`config.mk`:
```
export PLATFORM = sky130hd
export DESIGN_NAME = ddrlp_ctrl
export DESIGN_NICKNAME = d
export VERILOG_FILES = /design/src/design/ddrlp_pkg.sv /design/src/design/ddrlp_refresh.sv /design/src/design/ddrlp_ctrl.sv
export VERILOG_INCLUDE_DIRS = /design/src /design/src/design
export SDC_FILE = /design/constraint.sdc
export NUM_CORES = 1
export LEC_CHECK = 0
export BUFFER_PORTS_ARGS = -buffer_cell sky130_fd_sc_hd__buf_2
export CORE_MARGIN = 5
export CORE_UTILIZATION = 59
export DETAILED_ROUTE_END_ITERATION = 7
export PLACE_DENSITY_LB_ADDON = 0.05
export SLEW_MARGIN = 20
export SYNTH_ARGS = -nofsm -noshare
export SYNTH_HDL_FRONTEND = slang
export SYNTH_SLANG_ARGS = --single-unit
```
`constraint.sdc`:
```
create_clock -name i_core_clk -period 2.97 [get_ports i_core_clk]
set_input_delay 0.4455 -clock i_core_clk [delete_from_list [all_inputs] [get_ports i_core_clk]]
set_output_delay 0.4455 -clock i_core_clk [all_outputs]
set_load 0.005 [all_outputs]
```
`src/design/ddrlp_regs.svh`:
```
// constants for the ddr low-power and reset control block
`ifndef DDRLP_REGS_SVH
`define DDRLP_REGS_SVH
`define DDRLP_ADDR_W        4
`define DDRLP_OFS_REFCTL    4'h0
`define DDRLP_OFS_TIMING2   4'h1
`define DDRLP_OFS_CONFIG2   4'h2
`define DDRLP_OFS_CALCTL    4'h3
`define DDRLP_OFS_STATUS    4'h4
`define DDRLP_OFS_CONFIG    4'h5
`define DDRLP_REFCTL_REQ    31
`define DDRLP_REFCTL_SEL    30
`define DDRLP_REFCTL_RATE_W 16
`define DDRLP_CAL_START     0
`define DDRLP_CFG_MDDR      0
`define DDRLP_CFG_BANKPOS   1
`define DDRLP_REFCTL_RST    32'h0000_0100
`define DDRLP_TIMING2_RST   32'h0003_0303
`define DDRLP_MUST_LEVEL    4'hB
`define DDRLP_BACKLOG_MAX   4'hF
`define DDRLP_INIT_CYC      8'h10
`define DDRLP_CAL_CYC       8'h08
`endif

```
`src/design/ddrlp_pkg.sv`:
```
// types for the ddr low-power and reset control block
package ddrlp_pkg;
   typedef enum logic [3:0] {
      DDRLP_INIT     = 4'h0,
      DDRLP_IDLE     = 4'h1,
      DDRLP_DRAIN    = 4'h2,
      DDRLP_SELFREF  = 4'h3,
      DDRLP_PDOWN    = 4'h4,
      DDRLP_EXIT_WT  = 4'h5,
      DDRLP_AREF     = 4'h6,
      DDRLP_SERVICE  = 4'h7
   } ddrlp_state_t;
   typedef enum logic [2:0] {
      DDRLP_CMD_NOP  = 3'h0,
      DDRLP_CMD_PRE  = 3'h1,
      DDRLP_CMD_REF  = 3'h2,
      DDRLP_CMD_SREF = 3'h3,
      DDRLP_CMD_PD   = 3'h4,
      DDRLP_CMD_EMRS = 3'h5
   } ddrlp_cmd_t;
   typedef struct packed {
      logic [7:0] cke_min;
      logic [7:0] exit_nonrw;
      logic [7:0] exit_rw;
      logic [7:0] pd_exit;
   } ddrlp_timing_t;
   typedef struct packed {
      logic       req;
      logic       sel;
      logic [15:0] rate;
   } ddrlp_refctl_t;
endpackage

```
`src/design/ddrlp_refresh.sv`:
```
// refresh interval and backlog counters
`timescale 1ns/1ns
`default_nettype none
`include "ddrlp_regs.svh"
module ddrlp_refresh
   import ddrlp_pkg::*;
(
   // clock and reset
   input  wire logic        i_core_clk,
   input  wire logic        i_reset,
   // control
   input  wire logic        i_halt,
   input  wire logic [15:0] i_rate,
   input  wire logic        i_done,
   // status
   output logic [3:0]       o_backlog,
   output logic             o_must
);
   typedef struct packed {
      logic [15:0] cnt;
      logic [3:0]  backlog;
   } ddrlp_rf_t;
   ddrlp_rf_t s_r, s_nxt;
   always_comb begin
      s_nxt = s_r;
      if (!i_halt) begin
         if (s_r.cnt == 16'h0000) begin
            s_nxt.cnt = i_rate;
            if (s_r.backlog != `DDRLP_BACKLOG_MAX)
               s_nxt.backlog = s_r.backlog + 4'h1;
         end else begin
            s_nxt.cnt = s_r.cnt - 16'h0001;
         end
      end
      if (i_done && s_nxt.backlog != 4'h0)
         s_nxt.backlog = s_nxt.backlog - 4'h1;
   end
   always_ff @(posedge i_core_clk) begin
      if (i_reset)
         s_r <= '0;
      else
         s_r <= s_nxt;
   end
   assign o_backlog = s_r.backlog;
   assign o_must    = s_r.backlog > `DDRLP_MUST_LEVEL;
endmodule
`default_nettype wire

```
`src/design/ddrlp_ctrl.sv`:
```
// low-power and reset control of a ddr2 / mobile ddr controller
//
// Summary of operation
// select 0 then request 1 puts the SDRAM into self-refresh.
// finish accesses and backlog, close rows, then issue self-refresh.
// self-refresh exits on access, request cleared, or select set.
// access during self-refresh is served, then self-refresh re-entered.
// no self-refresh exit before cke_min_cycles plus one cycles.
// DDR2 waits exit delays plus one before non-rw and rw commands.
// mobile DDR waits nonrw delay plus one, then one auto-refresh.
// system restores stable clocks before any self-refresh exit.
// partial_refresh_sel codes 0,1,2,5,6 valid; 3,4,7 reserved.
// partial_refresh_sel goes into the extended mode register at init; init issues the EMRS only when mddr is set.
// bank interleave when bank_position_sel is 0.
// select 1 and request 1 puts DDR2 into power-down.
// before power-down finish work, close rows, NOP with CKE low.
// power-down exits on access, Must level, request cleared, select 0.
// access during power-down is served, then power-down re-entered.
// no power-down exit before cke_min_cycles plus one cycles.
// on power-down exit drive CKE high, wait pd_exit_delay plus one.
// module reset clears registers and fsm; state reset only the fsm.
// either reset release starts init and flushes queued work.
// masters make no accesses while a reset is asserted.
// state reset from power controller, module reset from device reset.
// software runs impedance calibration before using the controller.
// after state reset without calibration clock, accesses stall.
// Refresh Must level reached when backlog exceeds 11.
// refresh counters halt during self-refresh.
`timescale 1ns/1ns
`default_nettype none
`include "ddrlp_regs.svh"
module ddrlp_ctrl
   import ddrlp_pkg::*;
(
   // clock and resets
   input  wire logic                     i_core_clk,
   input  wire logic                     i_reset,
   input  wire logic                     i_module_reset_n,
   input  wire logic                     i_state_reset_n,
   // register port
   input  wire logic [`DDRLP_ADDR_W-1:0] i_reg_addr,
   input  wire logic [31:0]              i_reg_wdata,
   input  wire logic                     i_reg_wr,
   input  wire logic                     i_reg_rd,
   output logic [31:0]                   o_reg_rdata,
   // access side
   input  wire logic                     i_access_req,
   input  wire logic                     i_access_rw,
   input  wire logic                     i_access_done,
   input  wire logic                     i_cal_clk_on,
   output logic                          o_access_grant,
   output logic                          o_rw_allowed,
   output logic                          o_flush,
   // sdram side
   output logic                          o_cke,
   output logic [2:0]                    o_cmd,
   output logic [2:0]                    o_emrs_partial_refresh_sel,
   output logic                          o_bank_interleave
);
   ////////////////////////////////////////////////////////////////////////
   typedef struct packed {
      ddrlp_state_t  st;
      ddrlp_refctl_t refctl;
      ddrlp_timing_t tim;
      logic [2:0]    partial_refresh_sel;
      logic          mddr;
      logic          bankpos;
      logic          cal_ok;
      logic [7:0]    cal_cnt;
      logic [7:0]    cnt;
      logic [7:0]    rw_cnt;
      logic          lp_sr;
      logic [31:0]   rdata;
      logic          cke;
      logic [2:0]    cmd;
      logic          grant;
      logic          rw_ok;
      logic          flush;
   } ddrlp_s_t;
   ddrlp_s_t s_r, s_nxt;
   logic [3:0] backlog;
   logic       must;
   logic       ref_done;
   logic       rst_mod;
   logic       rst_fsm;
   ////////////////////////////////////////////////////////////////////////
   function automatic logic partial_refresh_sel_ok(input logic [2:0] c);
      partial_refresh_sel_ok = (c == 3'h0) || (c == 3'h1) || (c == 3'h2) ||
                (c == 3'h5) || (c == 3'h6);
   endfunction
   function automatic logic [7:0] plus1(input logic [7:0] v);
      plus1 = v + 8'h01;
   endfunction
   ////////////////////////////////////////////////////////////////////////
   assign rst_mod  = i_reset || !i_module_reset_n;
   assign rst_fsm  = rst_mod || !i_state_reset_n;
   assign ref_done = (s_r.cmd == DDRLP_CMD_REF);
   ddrlp_refresh u_refresh (
      .i_core_clk (i_core_clk),
      .i_reset    (rst_fsm),
      .i_halt     (s_r.st == DDRLP_SELFREF),
      .i_rate     (s_r.refctl.rate),
      .i_done     (ref_done),
      .o_backlog  (backlog),
      .o_must     (must)
   );
   ////////////////////////////////////////////////////////////////////////
   always_comb begin
      logic wake;
      logic lp_want;
      wake    = 1'b0;
      lp_want = s_r.refctl.req;
      s_nxt       = s_r;
      s_nxt.cmd   = DDRLP_CMD_NOP;
      s_nxt.grant = 1'b0;
      s_nxt.flush = 1'b0;
      s_nxt.rdata = 32'h0000_0000;
      // register writes
      if (i_reg_wr) begin
         unique case (i_reg_addr)
            `DDRLP_OFS_REFCTL: begin
               s_nxt.refctl.req  = i_reg_wdata[`DDRLP_REFCTL_REQ];
               s_nxt.refctl.sel  = i_reg_wdata[`DDRLP_REFCTL_SEL];
               s_nxt.refctl.rate = i_reg_wdata[`DDRLP_REFCTL_RATE_W-1:0];
            end
            `DDRLP_OFS_TIMING2: s_nxt.tim = i_reg_wdata;
            `DDRLP_OFS_CONFIG2: begin
               if (partial_refresh_sel_ok(i_reg_wdata[2:0]))
                  s_nxt.partial_refresh_sel = i_reg_wdata[2:0];
            end
            `DDRLP_OFS_CALCTL: begin
               if (i_reg_wdata[`DDRLP_CAL_START] && i_cal_clk_on) begin
                  s_nxt.cal_cnt = `DDRLP_CAL_CYC;
                  s_nxt.cal_ok  = 1'b0;
               end
            end
            `DDRLP_OFS_CONFIG: begin
               s_nxt.mddr    = i_reg_wdata[`DDRLP_CFG_MDDR];
               s_nxt.bankpos = i_reg_wdata[`DDRLP_CFG_BANKPOS];
            end
            default: ;
         endcase
      end
      // register reads
      if (i_reg_rd) begin
         unique case (i_reg_addr)
            `DDRLP_OFS_REFCTL:
               s_nxt.rdata = {s_r.refctl.req, s_r.refctl.sel, 14'h0000,
                              s_r.refctl.rate};
            `DDRLP_OFS_TIMING2: s_nxt.rdata = s_r.tim;
            `DDRLP_OFS_CONFIG2: s_nxt.rdata = {29'h0, s_r.partial_refresh_sel};
            `DDRLP_OFS_CALCTL:  s_nxt.rdata = {31'h0, s_r.cal_ok};
            `DDRLP_OFS_STATUS:
               s_nxt.rdata = {20'h00000, backlog, 3'h0, s_r.cke,
                              s_r.st};
            `DDRLP_OFS_CONFIG:
               s_nxt.rdata = {30'h0, s_r.bankpos, s_r.mddr};
            default: s_nxt.rdata = 32'h0000_0000;
         endcase
      end
      // calibration timer
      if (s_r.cal_cnt != 8'h00) begin
         if (!i_cal_clk_on) begin
            s_nxt.cal_cnt = s_r.cal_cnt;
         end else begin
            s_nxt.cal_cnt = s_r.cal_cnt - 8'h01;
            if (s_r.cal_cnt == 8'h01)
               s_nxt.cal_ok = 1'b1;
         end
      end
      if (s_r.cnt != 8'h00)
         s_nxt.cnt = s_r.cnt - 8'h01;
      if (s_r.rw_cnt != 8'h00)
         s_nxt.rw_cnt = s_r.rw_cnt - 8'h01;
      s_nxt.rw_ok = (s_nxt.rw_cnt == 8'h00) && (s_r.st == DDRLP_IDLE ||
                    s_r.st == DDRLP_SERVICE);
      // state machine
      unique case (s_r.st)
         DDRLP_INIT: begin
            s_nxt.cke = 1'b1;
            if (s_r.cnt == 8'h02 && s_r.mddr)
               s_nxt.cmd = DDRLP_CMD_EMRS;
            if (s_r.cnt == 8'h01)
               s_nxt.cmd = DDRLP_CMD_REF;
            if (s_r.cnt == 8'h00)
               s_nxt.st = DDRLP_IDLE;
         end
         DDRLP_IDLE: begin
            if (must) begin
               s_nxt.cmd = DDRLP_CMD_REF;
            end else if (i_access_req && s_r.cal_ok) begin
               s_nxt.grant = 1'b1;
               s_nxt.st    = DDRLP_SERVICE;
            end else if (lp_want) begin
               s_nxt.st = DDRLP_DRAIN;
            end
         end
         DDRLP_SERVICE: begin
            s_nxt.grant = 1'b0;
            if (i_access_done) begin
               s_nxt.st = lp_want ? DDRLP_DRAIN : DDRLP_IDLE;
            end
         end
         DDRLP_DRAIN: begin
            if (!lp_want) begin
               s_nxt.st = DDRLP_IDLE;
            end else if (i_access_req && s_r.cal_ok) begin
               s_nxt.grant = 1'b1;
               s_nxt.st    = DDRLP_SERVICE;
            end else if (backlog != 4'h0) begin
               s_nxt.cmd = DDRLP_CMD_REF;
            end else if (s_r.cmd == DDRLP_CMD_PRE) begin
               s_nxt.cnt   = plus1(s_r.tim.cke_min);
               s_nxt.lp_sr = !s_r.refctl.sel;
               s_nxt.cke   = 1'b0;
               if (!s_r.refctl.sel) begin
                  s_nxt.cmd = DDRLP_CMD_SREF;
                  s_nxt.st  = DDRLP_SELFREF;
               end else begin
                  s_nxt.cmd = DDRLP_CMD_PD;
                  s_nxt.st  = DDRLP_PDOWN;
               end
            end else begin
               s_nxt.cmd = DDRLP_CMD_PRE;
            end
         end
         DDRLP_SELFREF: begin
            wake = i_access_req || !s_r.refctl.req ||
                   s_r.refctl.sel;
            if (wake && s_r.cnt == 8'h00) begin
               s_nxt.cke    = 1'b1;
               s_nxt.cnt    = plus1(s_r.tim.exit_nonrw);
               s_nxt.rw_cnt = s_r.mddr ? 8'h00
                                       : plus1(s_r.tim.exit_rw);
               s_nxt.st     = DDRLP_EXIT_WT;
            end
         end
         DDRLP_PDOWN: begin
            wake = i_access_req || must || !s_r.refctl.req ||
                   !s_r.refctl.sel;
            if (wake && s_r.cnt == 8'h00) begin
               s_nxt.cke = 1'b1;
               s_nxt.cnt = plus1(s_r.tim.pd_exit);
               s_nxt.st  = DDRLP_EXIT_WT;
            end
         end
         DDRLP_EXIT_WT: begin
            if (s_r.cnt == 8'h00) begin
               if (s_r.lp_sr && s_r.mddr) begin
                  s_nxt.cmd = DDRLP_CMD_REF;
                  s_nxt.st  = DDRLP_AREF;
               end else begin
                  s_nxt.st = DDRLP_IDLE;
               end
            end
         end
         DDRLP_AREF: begin
            s_nxt.st = DDRLP_IDLE;
         end
         default: s_nxt.st = DDRLP_INIT;
      endcase
   end
   ////////////////////////////////////////////////////////////////////////
   always_ff @(posedge i_core_clk) begin
      if (rst_mod) begin
         s_r            <= '0;
         s_r.refctl     <= 18'(`DDRLP_REFCTL_RST);
         s_r.tim        <= `DDRLP_TIMING2_RST;
         s_r.st         <= DDRLP_INIT;
         s_r.cnt        <= `DDRLP_INIT_CYC;
         s_r.flush      <= 1'b1;
      end else if (rst_fsm) begin
         s_r.st         <= DDRLP_INIT;
         s_r.cnt        <= `DDRLP_INIT_CYC;
         s_r.rw_cnt     <= 8'h00;
         s_r.cke        <= 1'b0;
         s_r.cmd        <= DDRLP_CMD_NOP;
         s_r.grant      <= 1'b0;
         s_r.rw_ok      <= 1'b0;
         s_r.flush      <= 1'b1;
         s_r.rdata      <= 32'h0000_0000;
         s_r.cal_ok     <= s_r.cal_ok && i_cal_clk_on;
         s_r.cal_cnt    <= 8'h00;
      end else begin
         s_r <= s_nxt;
      end
   end
   ////////////////////////////////////////////////////////////////////////
   assign o_reg_rdata       = s_r.rdata;
   assign o_access_grant    = s_r.grant;
   assign o_rw_allowed      = s_r.rw_ok;
   assign o_flush           = s_r.flush;
   assign o_cke             = s_r.cke;
   assign o_cmd             = s_r.cmd;
   assign o_emrs_partial_refresh_sel       = s_r.partial_refresh_sel;
   assign o_bank_interleave = !s_r.bankpos;
endmodule
`default_nettype wire

```
# Word level (Yosys, flattened, before mapping)
# Cells that the tools add are included.
totals:
  input_bits: 46
  elab_cells: 187
  reg_bits: 144
classes:
  n_lt_le_gt_ge: 1
  n_mux: 61
  add_sub_neg: 10
  eq_ne: 36
  n_bitwise: 4
  n_reduce_logical: 51
op_table:
  columns: ["operator", "count"]
  rows:
  - ["32-bit case mux with 6 select lines", 1]
  - ["8-bit two-way mux", 10]
  - ["4-bit two-way mux", 17]
  - ["9-bit two-way mux", 4]
  - ["8-bit by 1-bit adder with 8-bit output, second input constant", 4]
  - ["16-bit two-way mux", 2]
  - ["4-bit case mux with 8 select lines", 1]
  - ["25-bit two-way mux", 1]
  - ["4-bit by 3-bit == test with 1-bit output, second input constant", 6]
  - ["8-bit case mux with 3 select lines", 1]
  - ["8-bit nonzero test", 3]
  - ["8-bit by 1-bit subtractor with 8-bit output, second input constant", 3]
  - ["2-bit != test, second input constant", 11]
  - ["3-bit two-way mux", 7]
  - ["4-bit by 2-bit == test with 1-bit output, second input constant", 4]
  - ["8-bit by 1-bit == test with 1-bit output, second input constant", 2]
  - ["16-bit logical NOT", 1]
  - ["8-bit logical NOT", 2]
  - ["16-bit by 1-bit subtractor with 16-bit output, second input constant", 1]
  - ["1-bit logical OR", 12]
  - ["4-bit != test, second input constant", 3]
  - ["3-bit case mux with 4 select lines", 1]
  - ["4-bit nonzero test", 3]
  - ["1-bit logical AND", 9]
  - ["26 further kinds", 54]

# Logic depth before layout (Yosys ltp)
depth:
  ltp_word: 8
  mapped_depth: 12
  ltp_nobuf: 12

# By module
# A second synthesis with hierarchy kept.
hier_totals:
  cells_unflattened: 948
  hier_area_um2: 7717.4
modules_own_cells:
  columns: ["module", "instances", "cells_each", "area_each_um2"]
  rows:
  - ["ddrlp_ctrl", 1, 761, 6195.9]
  - ["ddrlp_refresh", 1, 187, 1521.5]

# Least setup slack after synthesis
# No wires, ideal clock.
synth_path:
  path_kind: "reg-to-reg"
  startpoint: "reg u_refresh.s_r[6] in the netlist's numbering"
  endpoint: "reg u_refresh.s_r (netlist bit u_refresh.o_backlog[0])"
  setup_slack_ps: 322
  required_time_ps: 2843
  t_arrival_ps: 2521
  path_buffers: 0
  path_stages_with_launch: 11
  synth_period_minus_slack_ps: 2648
  cell_sequence: "dfxtp_1 nor4_4 nand3_1 nor4_4 mux2i_1 ha_1 nand4b_1 or3_1 and3_4 xor2_1 nor2_1"
synth_via:
  elab_chain_cells: 6
  word_cells_on_any_way: 7
  classes_between: "add/sub: 1; mux: 3; reduce/logical: 3"
synth_lines:
  columns: ["item", "line", "text"]
  rows:
  - ["start: declaration", "ddrlp_refresh.sv:23", "ddrlp_rf_t s_r, s_nxt;"]
  - ["start signal: assignment", "ddrlp_refresh.sv:42", "s_r <= s_nxt;"]
  - ["16-bit logical NOT *", "ddrlp_refresh.sv:27", "if (s_r.cnt == 16'h0000) begin"]
  - ["4-bit two-way mux *", "ddrlp_refresh.sv:27", null]
  - ["4-bit two-way mux *", "ddrlp_refresh.sv:26", "if (!i_halt) begin"]
  - ["branches (longest 2 deep; another with 4-bit by 1-bit subtractor with 4-bit output)", null, null]
  - ["4-bit two-way mux *", "ddrlp_refresh.sv:35", "if (i_done && s_nxt.backlog != 4'h0)"]
# Every way passes the cells marked *.
# A chain may end at the register's enable or synchronous reset.

# Final worst setup path
layout_path:
  startpoint: "reg u_refresh.s_r[10] in the netlist's numbering"
  endpoint: "reg u_refresh.s_r (netlist bit u_refresh.o_backlog[0])"
# Same word-level chain as after synthesis.

==> key figures <==
Outcome
  – Status: finished clean

Floorplanning
  – Starting density of the core: 60.07%
  – IO Pins: 89
  – Die area: between 15000 and 20000 sq um
  – Die width: 123.1 microns
  – Core Area: 12570 sq um
  – Die Span Y: roughly 120 microns
  – Row count: 41

Logic synthesis
  – Commonest cells in the synthesized netlist: nand2_1, dfxtp_1, a21oi_1
  – Synth top area share: between 30% and 40%
  – Number of synthesized flops with an enable pin: 0
  – Average size of a mapped cell: 7.856 sq um
  – Post-synthesis sequential area ratio: around 38%
  – Cells after Synth: 961
  – Asr flop ratio synth: 0%
  – Synth Warn #: 0
  – Yosys top cell by area: dfxtp_1
  – Synthesized area: 7550 sq um
  – Top_reg_cell synth: dfxtp_1
  – Most common cell in the netlist: nand2_1
  – Top cells by area, synth: dfxtp_1, nand2_1, a21oi_1
  – Synth Register Bits: 143
  – Syn Nets: 1023
  – Synth cell types: 70

Pwr
  – Max VDD drop: slightly above 700 uV
  – Sequential Power Share: 28.4%
  – Pleak: 3.244 nW
  – Clock power frac: 28.4%
  – Comb power frac: a little over two fifths
  – Sw Share: 38.65%
  – P per Cell Area: 905.4 nW/um^2
  – Internal: 4.711 mW
  – Psw: 2.967 mW

Timing
  – Fin crit share: 93.04%
  – Final TNS setup: 0 ns
  – Slew at the pin with the worst max-slew slack: about 1.1 ns
  – Final Slew Violations: 0
  – Hold Fails Final Rpt: 0
  – Final Setup Violations: 0
  – Maximum clock rate: ~0.36 GHz
  – RSZ-0062 raised after global routing: no
  – Worst slew margin: 28.98%
  – Fin crit period: 2.763 ns
  – Setup ws final: 0.2068 ns
  – Fin Clk Skew: 0.008710 ns

Clock network
  – Worst-Skew Late Latency: about 0.43 ns
  – Root buf cell: clkbuf_16
  – CTS Buf Count: 17
  – H-tree depth: 4
  – CTS tree: done
  – Clk pin slew, worst setup/hold paths: 0.07 ns
  – Post-CTS sizing: 0
  – Post-CTS setup buffers: 0
  – Maximum clock path buffer count: 2
  – Sink Count: 143
  – Hold_buf cts: 0

Setup path
  – Critical path arrival: 3.05 ns
  – CP Class: flop to flop
  – CP startpoint kind: flop
  – Crit-path max FO: 7
  – Worst reg2reg path depth: 10
  – Critical path's largest stage delay: 0.38 ns
  – Worst-path cell with the longest stage delay: dfxtp_1
  – CP Cell Sequence: nor4_4, nand3_1, nor4_4, mux2i_1, ha_1, nand4b_1, or3_1, and3_4, xor2_1, nor2_1
  – Worst Setup End Kind: flop
  – CP required: 3.26 ns
  – CP most frequent cell: nor4_4

Detailed routing
  – DRT Wirelength: 20160 microns
  – Vias: 7039
  – Vias per cell: 5.950
  – Routed wire length per instance: 17.04 microns
  – Starting DRT DRC Count: 595
  – 1st-pass router iterations: 7
  – Antenna Violating Nets Remaining: 0
  – Number of remaining DRC errors: 0

Layout
  – Share of cells above drive strength 1: 16.62%
  – Area grow syn2layout: 12.33%
  – Fill cell count: 1093
  – Sequential Area: 2863 sq um
  – Final net count: ~1100
  – Multi-input logic area: 4093 sq um
  – N_diodes: 0

Global routing
  – Total GRT Usage: 27.17%
  – Global-route wire length before repair: 32790 microns
  – Vias in the first global route: 6666
  – GR peak layer: met2
  – Grt met1 use: a little over a third
  – Overflow after GRT: 0
  – Met2 usage: 44.38%
  – GR Layer Usage met3: 6.221%
  – Pin count of the biggest net entering global routing: 51
  – Initial antenna violation count: 0

Worst hold path
  – Worst min-delay path class: primary input to flop
  – Hold-critical path depth: 3

Placed design
  – IO Port Bufs: 87
  – Worst slack at placement: 0.2212 ns
  – HPWL after detailed placement: approximately 14000 microns
  – Gpl congestion: 0.9493

Job
  – MaxCap Viol Count: 0
[power by group through the flow]
stage / Clock, mW / Combinational [mW] / Sequential [mW]
2_1_floorplan: 0 / 2.56 / 2.19
3_3_place_gp: 0 / 3.14 / 2.21
3_5_place_dp: 0 / 3.24 / 2.22
4_1_cts: 2.20 / 3.27 / 2.18
5_1_grt: 2.29 / 3.73 / 2.20
6_report: 2.18 / 3.32 / 2.18
[flip-flops by register name (all words and copies together), names as in the netlist]
register                    count
o_flush                         1
u_refresh.o_backlog             4
o_cmd                           3
o_reg_rdata                    32
o_emrs_partial_refresh_sel      3
s_r                            81
o_cke                           1
o_access_grant                  1
u_refresh.s_r                  16
o_rw_allowed                    1
[metrics by stage]
stage          std cells  power [mW]  util, %  area (sq um)  hold slack, ns
2_1_floorplan        961       4.742        -          7550          0.4425
3_3_place_gp        1151       5.346    62.64          7873          0.4568
3_5_place_dp        1151       5.454    62.64          7873          0.4620
4_1_cts             1183       7.650    67.48          8481          0.2285
5_1_grt             1183       8.219    67.48          8481          0.2447
6_report            1183       7.679    67.48          8481          0.2364
[final cells by class]
type | count | area share (%)
well taps | 172 | 2.538
multi-input cells | 703 | 48.26
inverters | 21 | 0.9295
flip-flops and latches | 143 | 33.76
clock inverters | 14 | 1.992
repair buffers | 112 | 7.347
clock buffers | 18 | 5.179
[worst max-delay path, delay by kind of cell, from the launching register on]
kind          cells  cell delay (ns)
xor+xnor          1             0.14
mux               1             0.31
simple gates      7             1.54
flops             1             0.38
fa+ha+maj         1             0.25
[routing by layer]
layer	vias to the layer above	share of wire (%)
met5	-	0
met4	0	2.0
met3	32	8.0
met2	293	48
met1	3304	42
li1	3410	-
[cells in the final DEF, fill, tap and decap left out, types with 9 or more instances in the layout]
master / Yosys / final
o21ai_0: 37 / 37
a21oi_1: 97 / 97
clkbuf_16: 0 / 17
inv_1: 20 / 20
a31oi_1: 9 / 9
dfxtp_1: 143 / 143
and3_1: 13 / 13
nor3_1: 25 / 25
nand3_1: 47 / 47
a22oi_1: 15 / 15
xnor2_1: 13 / 13
buf_2: 9 / 87
nand2_1: 157 / 157
xor2_1: 24 / 24
o22ai_1: 9 / 9
a211oi_1: 13 / 13
nor2_1: 76 / 76
and2_1: 20 / 20
ha_1: 16 / 16
buf_4: 39 / 25
[path summary, 6_finish.rpt]
path | from | to | slack (ns)
max | u_refresh.s_r[10] | u_refresh.o_backlog[0] | 0.21
min | i_reg_wdata[17] | s_r[87] | 0.24
max reg2reg | u_refresh.s_r[10] | u_refresh.o_backlog[0] | 0.21
min reg2reg | s_r[108] | s_r[108] | 0.48
[cells by family (layout without fill, tap and decap cells)]
group                      Yosys count  after routing  share of synthesized area, %
buffers and inverters              115            165                         7.988
DFF                                143            143                         37.92
and+or+nand+nor                    415            415                         27.53
muxes                               11             11                         1.525
adders and majority gates           16             16                         2.652
AOI/OAI and AO/OA                  224            224                         18.10
xor gates and xnor gates            37             37                         4.292
No activity file was read; power rests on OpenSTA's default activity.
